==> config.mk <==
export PLATFORM = sky130hd
export DESIGN_NAME = cce_condition_evaluator
export DESIGN_NICKNAME = d
export VERILOG_FILES = /design/src/cce_pkg.sv /design/src/cce_condition_evaluator.sv /design/src/cce_pin_sync.sv /design/src/cce_flag_eval.sv
export VERILOG_INCLUDE_DIRS = /design/src /design/src/src
export SDC_FILE = /design/constraint.sdc
export NUM_CORES = 1
export LEC_CHECK = 0
export ABC_AREA = 1
export BUFFER_PORTS_ARGS = -buffer_cell sky130_fd_sc_hd__buf_2
export CELL_PAD_IN_SITES_DETAIL_PLACEMENT = 2
export CELL_PAD_IN_SITES_GLOBAL_PLACEMENT = 2
export CORE_MARGIN = 10
export CORE_UTILIZATION = 28
export CTS_CLUSTER_SIZE = 30
export DETAILED_ROUTE_END_ITERATION = 6
export GPL_TIMING_DRIVEN = 0
export PLACE_DENSITY_LB_ADDON = 0.1
export SLEW_MARGIN = 10
export SYNTH_ARGS = -nofsm -noshare
export SYNTH_HDL_FRONTEND = slang
export SYNTH_HIERARCHICAL = 1
export SYNTH_SLANG_ARGS = --single-unit
==> constraint.sdc <==
create_clock -name clk -period 1.38 [get_ports clk]
set_input_delay 0.276 -clock clk [delete_from_list [all_inputs] [get_ports clk]]
set_output_delay 0.276 -clock clk [all_outputs]
set_load 0.02 [all_outputs]
==> src/cce_params.svh <==
`ifndef CCE_PARAMS_SVH
`define CCE_PARAMS_SVH

// ****************************************
// Register byte offsets
// ****************************************
`define CCE_OFS_OPCODE   8'h00
`define CCE_OFS_SECOND   8'h04
`define CCE_OFS_SUM      8'h08
`define CCE_OFS_SUMHI    8'h0C
`define CCE_OFS_SUMLO    8'h10
`define CCE_OFS_FLAGS    8'h14
`define CCE_OFS_AUXPTR   8'h18
`define CCE_OFS_RESULT   8'h1C
`define CCE_OFS_DIRECT   8'h20

// ****************************************
// Opcode register fields
// ****************************************
`define CCE_OP_MASK_LSB  0
`define CCE_OP_STATE_LSB 4
`define CCE_OP_SEL_LSB   8
`define CCE_OP_RUN_BIT   10
`define CCE_OP_TWO_BIT   11
`define CCE_OP_AUX_LSB   12
`define CCE_OP_AUXEN_BIT 15

// ****************************************
// Flag test bit positions
// ****************************************
`define CCE_FT_ZERO      0
`define CCE_FT_NEG       1
`define CCE_FT_OVF       2
`define CCE_FT_CARRY     3

// ****************************************
// Flags, pointer and direct address fields
// ****************************************
`define CCE_FL_OVF       0
`define CCE_FL_CARRY     1
`define CCE_FL_TEST      2
`define CCE_FL_ZERO      3
`define CCE_FL_NEG       4
`define CCE_AUX_PRIOR    4
`define CCE_DMA_BITS     7
`define CCE_PAGE_LSB     16

// ****************************************
// Reset values
// ****************************************
`define CCE_RST_WORD     32'h0000_0000
`define CCE_RST_AUX      3'h0

`endif

==> src/cce_pkg.sv <==
package cce_pkg;

    typedef logic [1:0]  cce_sel_t;
    typedef logic [3:0]  cce_nib_t;
    typedef logic [2:0]  cce_aux_t;
    typedef logic [15:0] cce_word_t;

    typedef enum logic {
        CCE_IDLE,
        CCE_WAIT_SECOND
    } cce_state_t;

endpackage

==> src/cce_condition_evaluator.sv <==
`timescale 1ns/1ps
`include "cce_params.svh"
// Functional notes
// [RQ1] Selector 00 branch pin low, 01 test flag set, 10 clear, 11 none.
// [RQ2] Low four condition bits form the mask of flag conditions tested.
// [RQ3] Only conditions with mask bit one are tested; cleared bits are ignored.
// [RQ4] Bits four to seven give the wanted state of each tested condition.
// [RQ5] Flag bits in order: sum zero, sum negative, overflow, carry.
// [RQ6] Zero and negative masked, others clear, gives greater-or-equal zero test.
// [RQ7] Mask ANDed with state match; any set result bit means condition met.
// [RQ8] Two-word opcodes fetch a 16-bit second word as constant or address.
// [RQ9] Sum register read as upper bits 31-16 and lower bits 15-0.
// [RQ10] Loading the aux pointer keeps its previous value in the prior copy.
// [RQ11] A named next aux register 0-7 becomes the pointer when complete.
// [RQ12] Short direct operand is the seven low bits of a data address.
// [RQ13] Selector is a two-bit field of conditional opcodes.
// [RQ14] Count bit zero runs one following instruction, one runs two.
// [RQ15] Overall condition met only when selector and flag tests both pass.
// [RQ16] Flag tests use flags of the latest completed sum update.
module cce_condition_evaluator
    import cce_pkg::*;
(
    // Clock and reset
    input  wire logic        clk,
    input  wire logic        resetn,
    // AHB-Lite slave
    input  wire logic        hsel,
    input  wire logic [31:0] haddr,
    input  wire logic [1:0]  htrans,
    input  wire logic        hwrite,
    input  wire logic [2:0]  hsize,
    input  wire logic [31:0] hwdata,
    input  wire logic        hready,
    output logic      [31:0] hrdata,
    output logic             hreadyout,
    output logic             hresp,
    // Device pins and status
    input  wire logic        branchInputPin,
    output logic             conditionMet,
    output logic      [1:0]  runLength,
    output logic             secondPending
);

    // ****************************************
    // Bus slave
    // ****************************************
    // Zero wait states; a read is sampled in its address phase, so a read that
    // directly follows a write to the same register returns the older value.
    assign hreadyout = 1'b1;
    assign hresp     = 1'b0;

    logic       takeXfer;
    logic       wrPend;
    logic [7:0] wrAddr;
    logic       wrStrobe;

    assign takeXfer = hsel & htrans[1] & hready;

    always_ff @(posedge clk) begin
        if (!resetn) begin
            wrPend <= 1'b0;
            wrAddr <= 8'h00;
        end else begin
            wrPend <= takeXfer & hwrite;
            if (takeXfer) begin
                wrAddr <= haddr[7:0];
            end
        end
    end

    assign wrStrobe = wrPend;

    function automatic logic hitReg(input logic [7:0] a, input logic [7:0] ofs);
        return (a == ofs);
    endfunction

    // ****************************************
    // Architectural state
    // ****************************************
    cce_state_t  state;
    logic [31:0] opcodeReg;
    cce_word_t   secondWord;
    logic [31:0] sumRegister;
    logic        overflowFlag;
    logic        carryFlag;
    logic        testFlag;
    cce_aux_t    auxPointer;
    cce_aux_t    priorPointerCopy;
    logic [6:0]  directOffset;
    logic [8:0]  directPage;
    logic        pinOkReg;
    logic        flagOkReg;
    logic        completeSeen;
    logic        pinLevel;

    // ****************************************
    // Opcode decode
    // ****************************************
    cce_nib_t maskField;
    cce_nib_t stateField;
    cce_sel_t pinFlagSelector;
    logic     runTwo;
    logic     twoWord;
    cce_aux_t nextAuxSelect;
    logic     nextAuxEnable;

    assign maskField       = opcodeReg[`CCE_OP_MASK_LSB +: 4];   // see [RQ2]
    assign stateField      = opcodeReg[`CCE_OP_STATE_LSB +: 4];  // see [RQ4]
    assign pinFlagSelector = opcodeReg[`CCE_OP_SEL_LSB +: 2];    // see [RQ13]
    assign runTwo          = opcodeReg[`CCE_OP_RUN_BIT];
    assign twoWord         = opcodeReg[`CCE_OP_TWO_BIT];
    assign nextAuxSelect   = opcodeReg[`CCE_OP_AUX_LSB +: 3];
    assign nextAuxEnable   = opcodeReg[`CCE_OP_AUXEN_BIT];

    // ****************************************
    // Flag gathering
    // ****************************************
    // Zero and negative follow the sum register itself, so they always reflect
    // the latest completed write to it.
    cce_nib_t flagTestFields;
    logic     sumZero;
    logic     sumNegative;

    assign sumZero     = (sumRegister == `CCE_RST_WORD);      // see [RQ16]
    assign sumNegative = sumRegister[31];                     // see [RQ16]

    always_comb begin
        flagTestFields                 = 4'h0;
        flagTestFields[`CCE_FT_ZERO]   = sumZero;             // see [RQ5]
        flagTestFields[`CCE_FT_NEG]    = sumNegative;         // see [RQ5]
        flagTestFields[`CCE_FT_OVF]    = overflowFlag;        // see [RQ5]
        flagTestFields[`CCE_FT_CARRY]  = carryFlag;           // see [RQ5]
    end

    // ****************************************
    // Evaluation
    // ****************************************
    logic pinOk;
    logic flagOk;

    cce_pin_sync u_sync (
        .clk      (clk),
        .resetn   (resetn),
        .pinIn    (branchInputPin),
        .pinLevel (pinLevel)
    );

    cce_flag_eval u_eval (
        .selector (pinFlagSelector),
        .mask     (maskField),
        .wanted   (stateField),
        .pinLevel (pinLevel),
        .testFlag (testFlag),
        .flags    (flagTestFields),
        .pinOk    (pinOk),
        .flagOk   (flagOk)
    );

    // ****************************************
    // Instruction sequencing
    // ****************************************
    logic opcodeWrite;
    logic secondWrite;
    logic complete;

    assign opcodeWrite = wrStrobe & hitReg(wrAddr, `CCE_OFS_OPCODE);
    assign secondWrite = wrStrobe & hitReg(wrAddr, `CCE_OFS_SECOND);
    // One-word opcodes finish the cycle after their write; two-word ones wait
    assign complete = ((state == CCE_IDLE) & completeSeen) |
                      ((state == CCE_WAIT_SECOND) & secondWrite);   // see [RQ8]

    always_ff @(posedge clk) begin
        if (!resetn) begin
            opcodeReg <= `CCE_RST_WORD;
        end else if (opcodeWrite) begin
            opcodeReg <= {16'h0000, hwdata[15:0]};
        end
    end

    // A fresh opcode write aborts any second-word wait
    always_ff @(posedge clk) begin
        if (!resetn) begin
            state        <= CCE_IDLE;
            completeSeen <= 1'b0;
        end else begin
            completeSeen <= opcodeWrite & ~hwdata[`CCE_OP_TWO_BIT];
            if (opcodeWrite) begin
                state <= hwdata[`CCE_OP_TWO_BIT] ? CCE_WAIT_SECOND : CCE_IDLE;
            end else if (secondWrite) begin
                state <= CCE_IDLE;
            end
        end
    end

    always_ff @(posedge clk) begin
        if (!resetn) begin
            secondWord <= 16'h0000;
        end else if (secondWrite & (state == CCE_WAIT_SECOND)) begin
            secondWord <= hwdata[15:0];                      // see [RQ8]
        end
    end

    always_ff @(posedge clk) begin
        if (!resetn) begin
            conditionMet <= 1'b0;
            pinOkReg     <= 1'b0;
            flagOkReg    <= 1'b0;
            runLength    <= 2'h0;
        end else if (complete) begin
            conditionMet <= pinOk & flagOk;                  // see [RQ15]
            pinOkReg     <= pinOk;
            flagOkReg    <= flagOk;
            runLength    <= runTwo ? 2'h2 : 2'h1;            // see [RQ14]
        end
    end

    assign secondPending = (state == CCE_WAIT_SECOND);

    // ****************************************
    // Sum register and flags
    // ****************************************
    always_ff @(posedge clk) begin
        if (!resetn) begin
            sumRegister <= `CCE_RST_WORD;
        end else if (wrStrobe & hitReg(wrAddr, `CCE_OFS_SUM)) begin
            sumRegister <= hwdata;
        end else if (wrStrobe & hitReg(wrAddr, `CCE_OFS_SUMHI)) begin
            sumRegister[31:16] <= hwdata[15:0];              // see [RQ9]
        end else if (wrStrobe & hitReg(wrAddr, `CCE_OFS_SUMLO)) begin
            sumRegister[15:0] <= hwdata[15:0];               // see [RQ9]
        end
    end

    always_ff @(posedge clk) begin
        if (!resetn) begin
            overflowFlag <= 1'b0;
            carryFlag    <= 1'b0;
            testFlag     <= 1'b0;
        end else if (wrStrobe & hitReg(wrAddr, `CCE_OFS_FLAGS)) begin
            overflowFlag <= hwdata[`CCE_FL_OVF];
            carryFlag    <= hwdata[`CCE_FL_CARRY];
            testFlag     <= hwdata[`CCE_FL_TEST];
        end
    end

    // ****************************************
    // Auxiliary pointer
    // ****************************************
    // A software load and an instruction completion in the same cycle: the
    // completing instruction wins, as it is the later architectural event.
    logic     auxLoad;
    cce_aux_t auxNew;

    always_comb begin
        auxLoad = 1'b0;
        auxNew  = auxPointer;
        if (complete & nextAuxEnable) begin
            auxLoad = 1'b1;
            auxNew  = nextAuxSelect;                         // see [RQ11]
        end else if (wrStrobe & hitReg(wrAddr, `CCE_OFS_AUXPTR)) begin
            auxLoad = 1'b1;
            auxNew  = hwdata[2:0];
        end
    end

    always_ff @(posedge clk) begin
        if (!resetn) begin
            auxPointer       <= `CCE_RST_AUX;
            priorPointerCopy <= `CCE_RST_AUX;
        end else if (auxLoad) begin
            auxPointer       <= auxNew;
            priorPointerCopy <= auxPointer;                  // see [RQ10]
        end
    end

    // ****************************************
    // Short direct address
    // ****************************************
    always_ff @(posedge clk) begin
        if (!resetn) begin
            directOffset <= 7'h00;
            directPage   <= 9'h000;
        end else if (wrStrobe & hitReg(wrAddr, `CCE_OFS_DIRECT)) begin
            directOffset <= hwdata[`CCE_DMA_BITS-1:0];       // see [RQ12]
            directPage   <= hwdata[`CCE_PAGE_LSB +: 9];
        end
    end

    // ****************************************
    // Read data
    // ****************************************
    logic [31:0] next_hrdata;

    always_comb begin
        next_hrdata = 32'h0000_0000;
        unique case (haddr[7:0])
            `CCE_OFS_OPCODE: next_hrdata = opcodeReg;
            `CCE_OFS_SECOND: next_hrdata = {16'h0000, secondWord};
            `CCE_OFS_SUM:    next_hrdata = sumRegister;
            `CCE_OFS_SUMHI:  next_hrdata = {16'h0000, sumRegister[31:16]};  // see [RQ9]
            `CCE_OFS_SUMLO:  next_hrdata = {16'h0000, sumRegister[15:0]};   // see [RQ9]
            `CCE_OFS_FLAGS:  next_hrdata = {27'h000_0000, sumNegative, sumZero,
                                            testFlag, carryFlag, overflowFlag};
            `CCE_OFS_AUXPTR: next_hrdata = {25'h000_0000, priorPointerCopy,
                                            1'b0, auxPointer};
            `CCE_OFS_RESULT: next_hrdata = {25'h000_0000, pinLevel, runLength,
                                            secondPending, flagOkReg, pinOkReg,
                                            conditionMet};
            `CCE_OFS_DIRECT: next_hrdata = {16'h0000, directPage, directOffset};
            default:         next_hrdata = 32'h0000_0000;
        endcase
        if (haddr[31:8] != 24'h00_0000) begin
            next_hrdata = 32'h0000_0000;
        end
    end

    always_ff @(posedge clk) begin
        if (!resetn) begin
            hrdata <= 32'h0000_0000;
        end else if (takeXfer & ~hwrite) begin
            hrdata <= next_hrdata;
        end
    end

endmodule

==> src/cce_pin_sync.sv <==
`timescale 1ns/1ps
module cce_pin_sync
    import cce_pkg::*;
(
    // Clock and reset
    input  wire logic clk,
    input  wire logic resetn,
    // Pin and filtered level
    input  wire logic pinIn,
    output logic      pinLevel
);

    logic stage1;
    logic stage2;
    logic stage3;

    always_ff @(posedge clk) begin
        if (!resetn) begin
            stage1 <= 1'b1;
            stage2 <= 1'b1;
            stage3 <= 1'b1;
        end else begin
            stage1 <= pinIn;
            stage2 <= stage1;
            stage3 <= stage2;
        end
    end

    // Stage one is never looked at; a change is taken once two and three agree
    always_ff @(posedge clk) begin
        if (!resetn) begin
            pinLevel <= 1'b1;
        end else if (stage2 == stage3) begin
            pinLevel <= stage3;
        end
    end

endmodule

==> src/cce_flag_eval.sv <==
`timescale 1ns/1ps
`include "cce_params.svh"
module cce_flag_eval
    import cce_pkg::*;
(
    // Decoded condition
    input  wire cce_sel_t selector,
    input  wire cce_nib_t mask,
    input  wire cce_nib_t wanted,
    // Live state
    input  wire logic     pinLevel,
    input  wire logic     testFlag,
    input  wire cce_nib_t flags,
    // Verdicts
    output logic          pinOk,
    output logic          flagOk
);

    function automatic logic pinTest(input cce_sel_t s, input logic pin, input logic tf);
        logic r;
        r = 1'b1;
        unique case (s)
            2'b00: r = ~pin;  // see [RQ1]
            2'b01: r = tf;    // see [RQ1]
            2'b10: r = ~tf;   // see [RQ1]
            2'b11: r = 1'b1;  // see [RQ1]
        endcase
        return r;
    endfunction

    logic [3:0] hits;

    always_comb begin
        pinOk = pinTest(selector, pinLevel, testFlag);
        // Masked-off bits drop out; a set mask bit hits when the flag has the wanted state
        hits = mask & ~(wanted ^ flags);           // see [RQ3] see [RQ7]
        // Empty mask tests nothing, so the flag side passes
        flagOk = (mask == 4'h0) | (|hits);         // see [RQ3] see [RQ6] see [RQ7]
    end

endmodule

# Yosys cells after proc, flatten, opt, wreduce, memory -nomap -nowiden

Cells that the tools add are included.

Register bits after elaboration: 141
Latch bits: 0
Memory bits (writable): 0
ROM bits: 0
Input port bits: 75
Output and inout port bits: 38
Logic and storage cells: 99
Memories kept: 0

Add/subtract/negate cells: 0
$mul: 0
Div/mod/pow operators: 0
$lt $le $gt $ge: 0
Equality and inequality tests: 20
Shift-type cells: 0
Muxes and demuxes: 15
Bitwise gates (word level): 27
Reductions and logical operators: 13

Operators by type and width:

| cell                                                 | count |
|---|---|
| one-hot mux 32 bit (9 select lines)                  | 1 |
| two-way mux 32 bit                                   | 2 |
| equality test 8 x 5 -> 1 bit (second input constant) | 7 |
| two-way mux 16 bit                                   | 3 |
| equality test 8 x 4 -> 1 bit (second input constant) | 4 |
| logical NOT 32 bit                                   | 1 |
| nonzero test 24 bit                                  | 1 |
| bitwise AND 1 bit                                    | 17 |
| equality test 8 x 3 -> 1 bit (second input constant) | 2 |
| equality test 8 x 6 -> 1 bit (second input constant) | 2 |
| logical NOT 8 bit                                    | 2 |
| nonzero test 2 bit                                   | 4 |
| two-way mux 3 bit                                    | 2 |
| two-way mux 1 bit                                    | 5 |
| NOT 1 bit                                            | 5 |
| bitwise AND 4 bit                                    | 1 |
| equality test 2 bit (second input constant)          | 2 |
| logical NOT 4 bit                                    | 1 |
| NOT 4 bit                                            | 1 |
| one-hot mux 1 bit (4 select lines)                   | 1 |
| AND reduction 2 bit                                  | 2 |
| OR reduction 4 bit                                   | 1 |
| bitwise XOR 4 bit                                    | 1 |
| equality test 2 x 1 -> 1 bit (second input constant) | 1 |
| 5 further kinds                                      | 6 |

# Depth between registers and ports, before layout

Depth after elaboration: 7
Gate-level depth with buffers: 13
Depth with buffers taken out: 13

# Hierarchy

Netlist, hierarchy kept.

By module, submodules not included:

| module                  | times used | cells an instance | area an instance (um2) | sequential area each (um2) |
|---|---|---|---|---|
| cce_condition_evaluator | 1          | 896               | 6185.9                 | 2742.6 |
| cce_flag_eval           | 1          | 34                | 143.9                  | 0.0 |
| cce_pin_sync            | 1          | 17                | 133.9                  | 80.1 |

# Worst setup path before layout

No wires, ideal clock.

Kind: reg-to-reg
Start point: register wrAddr[1]
End point: register auxPointer[0]
Library setup time: 0.128 ns
Arrival time: 1.374 ns
Data required time: 1.252 ns
Path slack: -0.122 ns
Cell stages (with the launch flop): 11
Buffers on the path: 0
Period minus slack after synthesis: 1.502 ns
Cell sequence: dfxtp_1 inv_1 nand2_2 nor2_2 nand3_2 o21ai_2 nand2_2 nand2_2 nor2_1 nor2_1 nor2_1

Cells in the longest elaborated chain, start to end: 7
Elaborated cells between the ends (all ways): 12
Those cells by class: eq/ne (2); mux (3); bitwise (5); reduce/logical (2)

Ends and longest elaborated chain:

| what                                                                     | line                           | RTL |
|---|---|---|
| start: declaration                                                       | cce_condition_evaluator.sv:54  | `logic [7:0] wrAddr;` |
| start signal: assignment                                                 | cce_condition_evaluator.sv:66  | `wrAddr <= haddr[7:0];` |
| equality test 8 x 3 -> 1 bit                                             | cce_condition_evaluator.sv:74  | `return (a == ofs);` |
| bitwise AND 1 bit                                                        | cce_condition_evaluator.sv:167 | `` assign secondWrite = wrStrobe & hitReg(wrAddr, `CCE_OFS_SECOND); `` |
| bitwise AND 1 bit                                                        | cce_condition_evaluator.sv:170 | `((state == CCE_WAIT_SECOND) & secondWrite);` |
| bitwise OR 1 bit                                                         | cce_condition_evaluator.sv:169 | `assign complete = ((state == CCE_IDLE) & completeSeen) \|` |
| bitwise AND 1 bit                                                        | cce_condition_evaluator.sv:257 | `if (complete & nextAuxEnable) begin` |
| nonzero test 2 bit (no line) / two-way mux 1 bit (equally long branches) | --                             |  |
| AND reduction 2 bit (no line)                                            | --                             |  |
| end signal: assignment                                                   | cce_condition_evaluator.sv:268 | `` auxPointer <= `CCE_RST_AUX; `` |
| end signal: assignment                                                   | cce_condition_evaluator.sv:271 | `auxPointer <= auxNew;` |
| end: declaration                                                         | cce_condition_evaluator.sv:87  | `cce_aux_t auxPointer;` |

Several ways; a longest one is shown, not always the timed one.
A chain may end at the register's enable or synchronous reset.

# Worst setup path after layout

Start point: register wrAddr[7]
End point: register sumRegister[23]

Cells in the longest elaborated chain, start to end: 3
Elaborated cells between the ends (all ways): 6
Those cells by class: eq/ne (2); mux (1); bitwise (2); reduce/logical (1)

Ends and longest elaborated chain:

| what                                                            | line                                                           | RTL |
|---|---|---|
| equality test 8 x 4 -> 1 bit                                    | cce_condition_evaluator.sv:74                                  |  |
| bitwise AND 1 bit (on tied branches)                            | cce_condition_evaluator.sv:225, cce_condition_evaluator.sv:227 |  |
| two-way mux 32 bit / nonzero test 2 bit (equally long branches) | --                                                             |  |
| end signal: assignment                                          | cce_condition_evaluator.sv:224                                 | `` sumRegister <= `CCE_RST_WORD; `` |
| end signal: assignment                                          | cce_condition_evaluator.sv:226                                 | `sumRegister <= hwdata;` |
| end signal: assignment                                          | cce_condition_evaluator.sv:228                                 | `sumRegister[31:16] <= hwdata[15:0];` |
| end: declaration                                                | cce_condition_evaluator.sv:83                                  | `logic [31:0] sumRegister;` |

Several ways; a longest one is shown, not always the timed one.

==> results.ini <==
[min_path]
worstHoldPathCells=3
hold_path.startpoint=branchInputPin
hold_end=u_sync/stage1
hp-class=in2reg

[floorplanning]
die_h_um=172
die_w_um=172
num_rows=55
start_util_pct=28.5
core-area_um2=22700
dieArea_um2=29600
ios=113

[global_route]
grt.overflow.total=0
grt_max_degree=17
grt_first_pass_wirelength_um=48700
antenna_found_initial=0
grtUsageTotal_pct=22.3
first_global_vias=7873

[power]
ir_drop_v=0.000887
p_leak_nw=4.21
powerDensity_nw_per_um2=991

[clock_tree]
cts_tree=built
htreeDepth=4
clock_path_buffers=2
cts_buffers=17
cts_sinks=141
clk_latency_ns=0.46
clkTransAtPathRegs_ns=0.07
cts_root_buf=clkbuf_16

[routing]
wl_met2_um=18700
drt_wl_total_um=38200
drc=0
via_per_inst=5.38
met3_length_um=1890
drt-initial-drc-count=544
routed.top_layer=met4
drtAntennaViolNets=0
first_pass_iters=5
wire_per_inst_um=26.1
num_vias=7880
wl_met1_um=15900

[place]
io_buffers=106
gp_congestion=0.832
dp_slack_ns=-0.961
hpwl_um=23200

[synthesis]
synthTopCellsByArea=dfxtp_1, nand2_1, a21oi_1
yosysMostFrequentCell=nand2_1
ys_seq_area_share_pct=43.7
synth_top_area_cell=dfxtp_1
avgSynthCellArea_um2=6.83
synth_top_area_share_pct=43.7
synth_common_cells=nand2_1, dfxtp_1, nor2_1, a21oi_1
synth_ff_type=dfxtp_1
synth_edf_count=0
synth_seq_cells=141
async_reset_ff_share_pct=0
netlist_instances=947
synth_nets=1022
yosys_warnings=6
synth.distinct_cells=29
netlist_area_um2=6460

[cells_and_area]
nFillCells=2598
final_util_pct=44.5
seqCellArea_um2=2840
drive_gt1_share_pct=40.2
fin_nets=1241
antenna_cells=0
multi_input_area_um2=3850
syn_to_final_growth_pct=56.3

[outcome]
status=complete, but fails checks
violations=setup timing

[timing]
max-slew-margin-rel_pct=25.0
skew_ns=0.0162
max_freq_mhz=552
post-route-period-util_pct=131
holdWs_ns=0.0339
hold_viol=0
min_period_ns=1.81
fin_ws_ns=-0.432
drv_slew=0
worst_pin_slew_ns=1.13
setup_viol=105
rsz0062_at_grt=yes
finalSetupTns_ns=-25.67

[critical_path]
cp.required_ns=1.74
cpMostUsedCell=nor2_4
r2r_end=sumRegister[23]
reg2reg_depth=8
path_cells=nor2_4, nand4_4, nor3_4, inv_2, nor2_4, buf_6, nand2_2, a31oi_1
path_max_fanout=6
cp_slowest_stage_delay_ns=0.33
rr_startpoint=wrAddr[7]
critical_path.top_delay_family=simple AND/OR/NAND/NOR gates
worstPathArrival_ns=2.17
path_class=reg2reg
worstSetupStartpointType=flop
end_kind=flop
path_buf_inv=2
r2r_slack_ns=-0.43
critPathSlowestCell=dfxtp_2

[run]
drv_cap=0

[registers in the layout, summed over array words and instances (netlist names), 2 cells and up]
name and flops:
opcodeReg 16, hrdata 32, directPage 9, auxPointer 3, secondWord 16, priorPointerCopy 3
sumRegister 32, wrAddr 8, directOffset 7, runLength 2
[layer usage]
| layer | track usage [%] | vias up |
|---|---|---|
| li1 | - | 3522 |
| met1 | 28.2 | 3973 |
| met2 | 37.0 | 289 |
| met3 | 4.08 | 96 |
| met4 | 8.32 | 0 |
| met5 | 0 | - |
[worst reg2reg max path: stages, from the launching register on]
cell and delay, ns:
dfxtp_2 0.33, nor2_4 0.15, nand4_4 0.21, nor3_4 0.31
inv_2 0.09, nor2_4 0.19, buf_6 0.18, nand2_2 0.07
a31oi_1 0.19
[final cells by class]
class,instances,area share (%)
multi-input cells,666,38.1
flip-flops and latches,141,28.1
repair buffers,200,16.2
clock buffers,18,4.25
inverters,96,3.96
plain buffers,44,3.90
well taps,285,3.53
clock inverters,14,1.92
[metrics by stage]
step                std cells  power [W]  area [um2]
finish                   1464     0.0100       10100
global route             1464     0.0103       10100
CTS                      1428    0.00985        9000
detailed placement       1338    0.00476        7400
global placement         1338    0.00475        7400
floorplan                 947    0.00446        6510
[power by group]
group          leakage [nW]  switching [W]  total [W]  internal (W)
clock network         0.289        0.00209    0.00511       0.00303
logic                  2.78       0.000523   0.000771      0.000249
registers              1.14      0.0000311    0.00413       0.00410
total                  4.21        0.00264     0.0100       0.00737
[cell usage in the layout (no fill, tap or decap), drive strengths merged]
master | Yosys | routed
nand4 | 8 | 8
clkinv | 1 | 6
dfxtp | 141 | 141
nor4 | 2 | 2
inv | 95 | 95
clkbuf | 25 | 44
o22ai | 3 | 3
nor3 | 15 | 15
a211oi | 15 | 15
nand3 | 52 | 52
clkinvlp | 0 | 5
conb | 2 | 2
o21ai | 90 | 90
a21oi | 100 | 100
a31oi | 10 | 10
bufbuf | 0 | 2
nand2 | 229 | 229
buf | 20 | 216
o31ai | 1 | 1
nor2 | 138 | 139
bufinv | 0 | 4
[worst max path at each step]
stage,cells past startpoint,start,endpoint,slack [ns]
after global routing,8,wrAddr[7],sumRegister[18],-0.52
after floorplan,8,wrAddr[6],sumRegister[23],-0.06
final,8,wrAddr[7],sumRegister[23],-0.43
after global placement,13,haddr[2],hrdata[8],-0.90
after CTS,8,wrAddr[7],sumRegister[16],-0.30
after detailed placement,13,haddr[2],hrdata[1],-0.96
[cell families after synthesis]
| kind of cell | Yosys count | share of synthesized area, % |
|---|---|---|
| AOI/OAI and AO/OA | 219 | 17.9 |
| buffers and inverters | 141 | 9.06 |
| and+or+nand+nor | 444 | 29.3 |
| DFF | 141 | 43.7 |
| other | 2 | 0.116 |
[what timing repair did]
action                                  in CTS  in global routing
pin swaps                                   37                 57
setup buffers                               45                 34
resized for setup                          148                253
gates cloned                                13                  4
hold buffers                                 0                  0
endpoints found under the setup margin     133                130
hold endpoints to repair                     0                  0
(Power assumes the default switching activity.)
